--- src/pkg/hbs_pkg.sv ---
package hbs_pkg;

	////////////////////////////////////////////////////////////////////////
	// time base: one millisecond tick from the system clock
	localparam int CLK_PERIOD_NS = 20;
	localparam int MS_PERIOD_NS = 1000000;
	localparam int TICK_CYCLES = MS_PERIOD_NS / CLK_PERIOD_NS;

	////////////////////////////////////////////////////////////////////////
	// brake configuration codes
	localparam logic [1:0] CFG_NONE = 2'h0;
	localparam logic [1:0] CFG_SEQ = 2'h1;
	localparam logic [1:0] CFG_OPEN = 2'h2;
	localparam logic [1:0] CFG_RSVD = 2'h3;
	localparam logic [1:0] CFG_RESET = 2'h0;

	////////////////////////////////////////////////////////////////////////
	// delay fields, in milliseconds
	localparam int DLY_W = 14;
	localparam int CNT_W = 15;
	localparam logic [13:0] DLY_MAX = 14'h2710;
	localparam logic [13:0] OPEN_DLY_RESET = 14'h0064;
	localparam logic [13:0] CLOSE_DLY_RESET = 14'h0064;
	localparam logic [13:0] ZS_MON_RESET = 14'h00c8;
	localparam logic [13:0] PULSE_SUP_RESET = 14'h0064;

	////////////////////////////////////////////////////////////////////////
	// register byte offsets
	localparam logic [7:0] OFS_CONFIG = 8'h00;
	localparam logic [7:0] OFS_OPEN_DLY = 8'h04;
	localparam logic [7:0] OFS_CLOSE_DLY = 8'h08;
	localparam logic [7:0] OFS_ZS_MON = 8'h0c;
	localparam logic [7:0] OFS_PULSE_SUP = 8'h10;
	localparam logic [7:0] OFS_STATUS = 8'h14;

	// status register bit positions
	localparam int ST_STATE_LSB = 0;
	localparam int ST_SERVO_ON = 4;
	localparam int ST_BRAKE = 5;
	localparam int ST_POWER = 6;
	localparam int ST_MOTION = 7;

	////////////////////////////////////////////////////////////////////////
	// sequence states
	typedef enum logic [2:0] {
		S_IDLE = 3'b000,
		S_OPENING = 3'b001,
		S_RUN = 3'b010,
		S_STOPPING = 3'b011,
		S_CLOSING = 3'b100
	} hbs_state_t;

endpackage : hbs_pkg

--- src/design/hbs_sync.sv ---
`timescale 1ns/10ps
// three-stage synchroniser; the level moves once stages two and three agree
module hbs_sync (
	input wire logic clk,
	input wire logic rst,
	input wire logic din,
	output logic dout
);

	logic s1_r, s2_r, s3_r, lvl_r;
	logic lvl_nxt;

	// stage one is seen only by stage two
	always_comb begin
		lvl_nxt = lvl_r;
		if (s2_r == s3_r) begin
			lvl_nxt = s3_r;
		end
	end

	always_ff @(posedge clk) begin
		if (rst) begin
			s1_r <= 1'b0;
			s2_r <= 1'b0;
			s3_r <= 1'b0;
			lvl_r <= 1'b0;
		end else begin
			s1_r <= din;
			s2_r <= s1_r;
			s3_r <= s2_r;
			lvl_r <= lvl_nxt;
		end
	end

	assign dout = lvl_r;

endmodule : hbs_sync

--- src/design/hbs_ms_tick.sv ---
`timescale 1ns/10ps
// millisecond prescaler; clear restarts the phase so delays start exact
module hbs_ms_tick #(
	parameter int CYCLES = hbs_pkg::TICK_CYCLES
) (
	input wire logic clk,
	input wire logic rst,
	input wire logic clr,
	output logic tick
);

	logic [31:0] cnt_r, cnt_nxt;
	logic tick_r, tick_nxt;

	always_comb begin
		cnt_nxt = cnt_r + 32'h1;
		tick_nxt = 1'b0;
		if (clr) begin
			cnt_nxt = 32'h0;
		end else if (cnt_r >= 32'(CYCLES - 1)) begin
			cnt_nxt = 32'h0;
			tick_nxt = 1'b1;
		end
	end

	always_ff @(posedge clk) begin
		if (rst) begin
			cnt_r <= 32'h0;
			tick_r <= 1'b0;
		end else begin
			cnt_r <= cnt_nxt;
			tick_r <= tick_nxt;
		end
	end

	assign tick = tick_r;

endmodule : hbs_ms_tick

--- src/design/hbs_brake_seq.sv ---
`timescale 1ns/10ps
module hbs_brake_seq #(
	parameter int TICK_CYCLES = hbs_pkg::TICK_CYCLES
) (
	input wire logic SYS_CLK,
	input wire logic SYS_RST,
	input wire logic SERVO_ON_INPUT,
	input wire logic [7:0] REG_ADDR,
	input wire logic [31:0] REG_WDATA,
	input wire logic REG_WR,
	input wire logic REG_RD,
	output logic [31:0] REG_RDATA,
	output logic BRAKE_HOLD_OUTPUT,
	output logic MOTOR_POWER_ON,
	output logic MOTION_ENABLE
);

	////////////////////////////////////////////////////////////////////////
	// declarations
	logic servo_on;
	logic ms_tick;
	logic tick_clr;
	logic servo_d_r, servo_d_nxt;
	logic servo_rise, servo_fall;
	logic [1:0] brake_config_code_r, brake_config_code_nxt;
	logic [13:0] brake_open_delay_r, brake_open_delay_nxt;
	logic [13:0] brake_close_delay_r, brake_close_delay_nxt;
	logic [13:0] zero_speed_monitor_time_r, zero_speed_monitor_time_nxt;
	logic [13:0] pulse_suppress_delay_r, pulse_suppress_delay_nxt;
	logic [31:0] rdata_r, rdata_nxt;
	logic [13:0] wr_dly;
	hbs_pkg::hbs_state_t state_r, state_nxt;
	logic [14:0] ms_cnt_r, ms_cnt_nxt;
	logic [13:0] limit;
	logic done;
	logic brake_r, brake_nxt;
	logic power_r, power_nxt;
	logic motion_r, motion_nxt;

	////////////////////////////////////////////////////////////////////////
	// servo-on arrives from a pin, so it is synchronised first
	hbs_sync u_servo_sync (
		.clk(SYS_CLK),
		.rst(SYS_RST),
		.din(SERVO_ON_INPUT),
		.dout(servo_on)
	);

	// delay time base, rephased on every state change
	hbs_ms_tick #(
		.CYCLES(TICK_CYCLES)
	) u_ms_tick (
		.clk(SYS_CLK),
		.rst(SYS_RST),
		.clr(tick_clr),
		.tick(ms_tick)
	);

	////////////////////////////////////////////////////////////////////////
	// register file
	// delay writes above the 10000 ms ceiling are clamped, not wrapped
	always_comb begin
		wr_dly = REG_WDATA[13:0];
		if (REG_WDATA[31:14] != 18'h0 || REG_WDATA[13:0] > hbs_pkg::DLY_MAX) begin
			wr_dly = hbs_pkg::DLY_MAX;
		end
	end

	// write decode; unmapped and status writes are dropped
	always_comb begin
		brake_config_code_nxt = brake_config_code_r;
		brake_open_delay_nxt = brake_open_delay_r;
		brake_close_delay_nxt = brake_close_delay_r;
		zero_speed_monitor_time_nxt = zero_speed_monitor_time_r;
		pulse_suppress_delay_nxt = pulse_suppress_delay_r;
		if (REG_WR) begin
			case (REG_ADDR)
				hbs_pkg::OFS_CONFIG: begin
					brake_config_code_nxt = REG_WDATA[1:0];
				end
				hbs_pkg::OFS_OPEN_DLY: begin
					brake_open_delay_nxt = wr_dly;
				end
				hbs_pkg::OFS_CLOSE_DLY: begin
					brake_close_delay_nxt = wr_dly;
				end
				hbs_pkg::OFS_ZS_MON: begin
					zero_speed_monitor_time_nxt = wr_dly;
				end
				hbs_pkg::OFS_PULSE_SUP: begin
					pulse_suppress_delay_nxt = wr_dly;
				end
				default: begin
				end
			endcase
		end
	end

	// read data stand only in the cycle after the strobe
	always_comb begin
		rdata_nxt = 32'h0;
		if (REG_RD) begin
			case (REG_ADDR)
				hbs_pkg::OFS_CONFIG: rdata_nxt[1:0] = brake_config_code_r;
				hbs_pkg::OFS_OPEN_DLY: rdata_nxt[13:0] = brake_open_delay_r;
				hbs_pkg::OFS_CLOSE_DLY: rdata_nxt[13:0] = brake_close_delay_r;
				hbs_pkg::OFS_ZS_MON: rdata_nxt[13:0] = zero_speed_monitor_time_r;
				hbs_pkg::OFS_PULSE_SUP: rdata_nxt[13:0] = pulse_suppress_delay_r;
				hbs_pkg::OFS_STATUS: begin
					rdata_nxt[hbs_pkg::ST_STATE_LSB +: 3] = state_r;
					rdata_nxt[hbs_pkg::ST_SERVO_ON] = servo_on;
					rdata_nxt[hbs_pkg::ST_BRAKE] = brake_r;
					rdata_nxt[hbs_pkg::ST_POWER] = power_r;
					rdata_nxt[hbs_pkg::ST_MOTION] = motion_r;
				end
				default: rdata_nxt = 32'h0;
			endcase
		end
	end

	always_ff @(posedge SYS_CLK) begin
		if (SYS_RST) begin
			brake_config_code_r <= hbs_pkg::CFG_RESET;
			brake_open_delay_r <= hbs_pkg::OPEN_DLY_RESET;
			brake_close_delay_r <= hbs_pkg::CLOSE_DLY_RESET;
			zero_speed_monitor_time_r <= hbs_pkg::ZS_MON_RESET;
			pulse_suppress_delay_r <= hbs_pkg::PULSE_SUP_RESET;
			rdata_r <= 32'h0;
		end else begin
			brake_config_code_r <= brake_config_code_nxt;
			brake_open_delay_r <= brake_open_delay_nxt;
			brake_close_delay_r <= brake_close_delay_nxt;
			zero_speed_monitor_time_r <= zero_speed_monitor_time_nxt;
			pulse_suppress_delay_r <= pulse_suppress_delay_nxt;
			rdata_r <= rdata_nxt;
		end
	end

	////////////////////////////////////////////////////////////////////////
	// servo-on edges, taken from the synchronised level
	assign servo_d_nxt = servo_on;
	assign servo_rise = servo_on & ~servo_d_r;
	assign servo_fall = ~servo_on & servo_d_r;

	// delay that applies to the current state
	always_comb begin
		limit = 14'h0;
		case (state_r)
			hbs_pkg::S_OPENING: limit = brake_open_delay_r;
			hbs_pkg::S_CLOSING: limit = brake_close_delay_r;
			hbs_pkg::S_STOPPING: begin
				// the shorter timer wins
				if (zero_speed_monitor_time_r < pulse_suppress_delay_r) begin
					limit = zero_speed_monitor_time_r;
				end else begin
					limit = pulse_suppress_delay_r;
				end
			end
			default: limit = 14'h0;
		endcase
	end

	assign done = ms_cnt_r >= {1'b0, limit};

	////////////////////////////////////////////////////////////////////////
	// sequence state machine
	// edges that come while stopping or closing are not queued
	always_comb begin
		state_nxt = state_r;
		if (brake_config_code_r != hbs_pkg::CFG_SEQ) begin
			state_nxt = hbs_pkg::S_IDLE;
		end else begin
			case (state_r)
				hbs_pkg::S_IDLE: begin
					if (servo_rise) begin
						state_nxt = hbs_pkg::S_OPENING;
					end
				end
				hbs_pkg::S_OPENING: begin
					if (servo_fall) begin
						state_nxt = hbs_pkg::S_STOPPING;
					end else if (done) begin
						state_nxt = hbs_pkg::S_RUN;
					end
				end
				hbs_pkg::S_RUN: begin
					if (servo_fall) begin
						state_nxt = hbs_pkg::S_STOPPING;
					end
				end
				hbs_pkg::S_STOPPING: begin
					if (done) begin
						state_nxt = hbs_pkg::S_CLOSING;
					end
				end
				hbs_pkg::S_CLOSING: begin
					if (done) begin
						state_nxt = hbs_pkg::S_IDLE;
					end
				end
				default: state_nxt = hbs_pkg::S_IDLE;
			endcase
		end
	end

	// millisecond counter since state entry, saturating
	assign tick_clr = state_nxt != state_r;

	always_comb begin
		ms_cnt_nxt = ms_cnt_r;
		if (tick_clr) begin
			ms_cnt_nxt = 15'h0;
		end else if (ms_tick && ms_cnt_r != 15'h7fff) begin
			ms_cnt_nxt = ms_cnt_r + 15'h1;
		end
	end

	////////////////////////////////////////////////////////////////////////
	// in the sequence config outputs follow the next state so they change with it; the other configs fix the brake, and power and motion follow servo-on
	always_comb begin
		brake_nxt = 1'b1;
		power_nxt = 1'b0;
		motion_nxt = 1'b0;
		case (brake_config_code_r)
			hbs_pkg::CFG_SEQ: begin
				case (state_nxt)
					hbs_pkg::S_OPENING: begin
						brake_nxt = 1'b0;
						power_nxt = 1'b1;
					end
					hbs_pkg::S_RUN: begin
						brake_nxt = 1'b0;
						power_nxt = 1'b1;
						motion_nxt = 1'b1;
					end
					hbs_pkg::S_STOPPING: begin
						brake_nxt = 1'b0;
						power_nxt = 1'b1;
					end
					hbs_pkg::S_CLOSING: begin
						brake_nxt = 1'b1;
						power_nxt = 1'b1;
					end
					default: begin
						brake_nxt = 1'b1;
					end
				endcase
			end
			hbs_pkg::CFG_OPEN: begin
				brake_nxt = 1'b0;
				power_nxt = servo_on;
				motion_nxt = servo_on;
			end
			default: begin
				// no brake fitted or reserved: output idles closed
				brake_nxt = 1'b1;
				power_nxt = servo_on;
				motion_nxt = servo_on;
			end
		endcase
	end

	always_ff @(posedge SYS_CLK) begin
		if (SYS_RST) begin
			state_r <= hbs_pkg::S_IDLE;
			ms_cnt_r <= 15'h0;
			servo_d_r <= 1'b0;
			brake_r <= 1'b1;
			power_r <= 1'b0;
			motion_r <= 1'b0;
		end else begin
			state_r <= state_nxt;
			ms_cnt_r <= ms_cnt_nxt;
			servo_d_r <= servo_d_nxt;
			brake_r <= brake_nxt;
			power_r <= power_nxt;
			motion_r <= motion_nxt;
		end
	end

	assign REG_RDATA = rdata_r;
	assign BRAKE_HOLD_OUTPUT = brake_r;
	assign MOTOR_POWER_ON = power_r;
	assign MOTION_ENABLE = motion_r;

endmodule : hbs_brake_seq

--- config.mk ---
export PLATFORM = sky130hd
export DESIGN_NAME = hbs_brake_seq
export DESIGN_NICKNAME = d
export VERILOG_FILES = /design/src/pkg/hbs_pkg.sv /design/src/design/hbs_sync.sv /design/src/design/hbs_ms_tick.sv /design/src/design/hbs_brake_seq.sv
export SDC_FILE = /design/constraint.sdc
export NUM_CORES = 1
export LEC_CHECK = 0
export BUFFER_PORTS_ARGS = -buffer_cell sky130_fd_sc_hd__buf_2
export CAP_MARGIN = 20
export CORE_MARGIN = 10
export CORE_UTILIZATION = 53
export DETAILED_ROUTE_END_ITERATION = 8
export GPL_ROUTABILITY_DRIVEN = 0
export GPL_TIMING_DRIVEN = 1
export HOLD_SLACK_MARGIN = 0.03
export PLACE_DENSITY = 0.77
export SLEW_MARGIN = 40
export SYNTH_ARGS = -nofsm -noshare
export SYNTH_HDL_FRONTEND = slang
export SYNTH_SLANG_ARGS = --single-unit
--- constraint.sdc ---
create_clock -name SYS_CLK -period 3.9 [get_ports SYS_CLK]
set_input_delay 0 -clock SYS_CLK [delete_from_list [all_inputs] [get_ports SYS_CLK]]
set_output_delay 0 -clock SYS_CLK [all_outputs]
set_load 0.05 [all_outputs]
==> impl_results.md <==
- Status: complete, no violations
- Total Neg Setup Slack: 0 ns
- Overall Global Routing Usage: 0.220
- Synthesized cell area: 6470 sq um
- Mean post-synth cell area: 9.17 sq um
- Initial Util: 0.539
- Area of the multi-input gates: 3640 sq um
- Global-route wire length before repair: 29700 microns
- Post-synthesis mux area share: 0.0647
- Leakage power of the design: 3.03 nW
- Flop2flop setup slack: 0.15 ns
- Synth Area in Adders: 0.0560
- Post-Syn Instances: 706
- Core area: 12000 sq um
- Switching part of the total: 0.244
- Number of remaining DRC errors: 0
- Largest net degree at the start of global routing: 52
- Port Buffers: 61
- Dominant synthesized flop cell: dfxtp_1
- Maximum clock insertion buffer count: 2
- Total CTS buffers: 17
- Setup Skew: 0.00633 ns
- Fraction of layout cells with a size suffix above 1: 0.222
- FF-to-FF End: MOTION_ENABLE
- Die area: 17000 sq um
- Max-slew headroom: 0.533
- Tmin final: 3.75 ns
- Initial drt markers: 782
- Final Max Tran Viols: 0
- Max Cap Viol: 0
- Detailed Route WL: 18300 microns
- Critical R2R Launch: pulse_suppress_delay_r[8]
- Final ANT Viol Nets: 0
- Die height: 131 microns
- Int Power: 2.23 mW
- Setup repair after global routing missed its margin: true
- Clk network pwr share: 0.481
- H-tree depth: 4
- Filler Cells Inserted: 956
- I/O pin total: 80
- Power per Cell Area: 384 nW/um^2
- DR vias: 5802
- Final core occ: 0.638
- FF+latch area: 2630 sq um
- Worst-skew pair later-pin latency: 0.43 ns
- Root buffer cell: clkbuf_16
- # rows: 40
- Antenna violations before repair: 0
- Worst-Margin Slew: 0.699 ns
- Final std cell area, no fill: 7660 sq um
- Vias in the first global route: 5782
- Sequential power share: 0.462
- Ys Warns: 0
- Main combinational cell family by area after synthesis: simple AND/OR/NAND/NOR gates
- Post-synthesis xor/xnor area fraction: 0.0365
- Clk slew on worst S/H paths: 0.06 ns
- CTS tree: yes
- WL/cell: 19.1 microns
- EDFF count, synth: 0
- Final nets: 873
- R2R depth: 18
- Endpoint class of the critical path: flip-flop
- Design Power: 2.94 mW
- Post-synth ARST share: 0
- Vias per inst: 6.06
- Comb pwr share: 0.057
- Worst hold-check path type: in -> reg
- CTS Sinks: 131
- Sequential-to-total area share from yosys stat: 0.405
- Switch Pwr: 0.717 mW
- Layout area overhead: 18.4%
- Dpl cell area: 6890 sq um
- Crit start category: flip-flop
- Setup CP Type: reg -> reg
- Final Cycle Share: 0.963
- Setup violators final: 0
- Achievable Freq: 266 MHz
- Dpl hpwl: 12700 microns
- Hold Vio Cnt, Final: 0
- CP Data Required Time: 4.25 ns
- Width of the die: 131 microns
- 1st-pass router iterations: 6
- Compound-cell area share of the yosys netlist: 0.185
- Crit path capture: MOTION_ENABLE
- Max VDD drop: 0.000521 V
- WP data arrival: 4.10 ns
- Synthesis-stage register bit count: 131
- Post-Synth Simple-Gate Area: 0.190
- ANT cells: 0
- Overflow after GRT: 0
- Yosys cell types: 61
- Worst setup path start: pulse_suppress_delay_r[8]
- Critical path fanouts, max: 8
## cell usage in the layout (no fill, tap or decap), types with 6 or more instances in the layout
| cell type | instances |
|---|---|
| buf_4 | 19 |
| nand4_1 | 9 |
| nand2_1 | 55 |
| buf_2 | 61 |
| inv_1 | 22 |
| conb_1 | 34 |
| o21ai_0 | 6 |
| nor4_1 | 9 |
| a222oi_1 | 8 |
| dfxtp_1 | 122 |
| nor2b_1 | 10 |
| and3_1 | 11 |
| a22oi_1 | 14 |
| clkbuf_16 | 17 |
| nor2_1 | 75 |
| mux2_2 | 15 |
| nand3_1 | 33 |
| xor2_1 | 11 |
| o221a_2 | 16 |
| nor3_1 | 12 |
| a21oi_1 | 36 |
| mux2i_1 | 25 |
| nor2_2 | 6 |
| clkinvlp_4 | 7 |
| dlygate4sd3_1 | 15 |
| dfxtp_2 | 9 |
| ha_1 | 27 |
| a221o_1 | 12 |
| o22a_1 | 13 |
| a22oi_2 | 6 |
| xnor2_1 | 16 |
| a221oi_1 | 6 |
## routing by layer
layer | up-vias | routed length [microns] | share of wire | GRT usage
li1 | 2722 | - | - | -
met1 | 2702 | 7100 | 0.39 | 0.258
met2 | 320 | 8950 | 0.49 | 0.362
met3 | 58 | 1630 | 0.089 | 0.0669
met4 | 0 | 631 | 0.034 | 0.101
met5 | - | 0 | 0 | 0
## cell families (layout without fill, tap and decap cells)
family	Yosys count	count (layout)
buffers and inverters	76	148
other	1	34
AO/OA/AOI/OAI	153	153
adder cells (fa/ha/maj)	29	29
XOR/XNOR	27	27
AND/OR/NAND/NOR	249	249
flip-flops	131	131
multiplexers	40	40
## area by class of cell
type                       instances  area share
inverter                          22      0.0108
multi-input combinational        532       0.475
clock inverter                    13      0.0118
sequential                       131       0.344
timing repair buffer              95      0.0780
tap                              147      0.0240
clock buffer                      18      0.0573
## worst max-delay path, cell delays in order, from the launching register on
cell	delay [ns]
dfxtp_2	0.34
inv_1	0.05
ha_1	0.28
o21ai_1	0.08
a211oi_2	0.26
nand2_1	0.08
o211ai_1	0.19
buf_4	0.22
buf_4	0.13
mux2i_1	0.18
o22ai_1	0.11
ha_1	0.21
and3b_1	0.21
o21ai_1	0.09
a311oi_2	0.39
nor3_2	0.09
buf_4	0.17
or4_1	0.46
a21oi_1	0.14
## power groups by stage
stage	combinational [mW]	clock, mW	sequential [mW]
after floorplan	0.114	0	1.39
after global placement	0.142	0	1.39
after detailed placement	0.146	0	1.39
after CTS	0.158	1.43	1.36
after global routing	0.178	1.50	1.36
final	0.168	1.42	1.36
## stage by stage
step / cells / hold slack, ns / worst slack [ns]
6_report: 958 / 0.0719 / 0.145
3_5_place_dp: 909 / 0.223 / 0.0602
4_1_cts: 955 / 0.0603 / 0.0268
2_1_floorplan: 739 / 0.128 / 0.0390
5_1_grt: 958 / 0.0839 / -0.105
3_3_place_gp: 909 / 0.215 / 0.202
## state kept, by name, indices dropped and copies added (netlist names), 2 cells and up
| name | flops |
|---|---|
| brake_close_delay_r | 14 |
| zero_speed_monitor_time_r | 14 |
| REG_RDATA | 14 |
| pulse_suppress_delay_r | 14 |
| u_ms_tick.cnt_r | 32 |
| state_r | 3 |
| ms_cnt_r | 15 |
| brake_open_delay_r | 14 |
| brake_config_code_r | 2 |
## synth_stat cells, types with 13 or more instances
| library cell | n | area [sq um] |
|---|---|---|
| dfxtp_1 | 131 | 2620 |
| nor2_1 | 75 | 282 |
| nand2_1 | 55 | 206 |
| a21oi_1 | 37 | 185 |
| nand3_1 | 33 | 165 |
| ha_1 | 29 | 363 |
| mux2i_1 | 25 | 250 |
| inv_1 | 22 | 82.6 |
| clkbuf_1 | 21 | 78.8 |
| buf_4 | 20 | 150 |
| o221a_2 | 16 | 180 |
| xnor2_1 | 16 | 140 |
| mux2_2 | 15 | 169 |
| a22oi_1 | 14 | 105 |
| nor3_1 | 13 | 65.1 |
| o22a_1 | 13 | 114 |
## timing repair
item,4_1_cts,5_1_grt
hold buffers,15,0
setup endpoints to repair,0,38
buffers inserted,0,3
gates resized for setup,0,20
endpoints found under the hold margin,57,0
## worst min-delay path by stage
stage,cells past startpoint,to,from
2_1_floorplan,1,u_servo_sync.s1_r,SERVO_ON_INPUT
6_report,4,pulse_suppress_delay_r[13],REG_WDATA[13]
3_3_place_gp,2,u_servo_sync.s1_r,SERVO_ON_INPUT
5_1_grt,3,brake_open_delay_r[5],REG_WR
3_5_place_dp,2,u_servo_sync.s1_r,SERVO_ON_INPUT
4_1_cts,4,pulse_suppress_delay_r[13],REG_WDATA[13]
No activity file was read; power rests on OpenSTA's default activity.
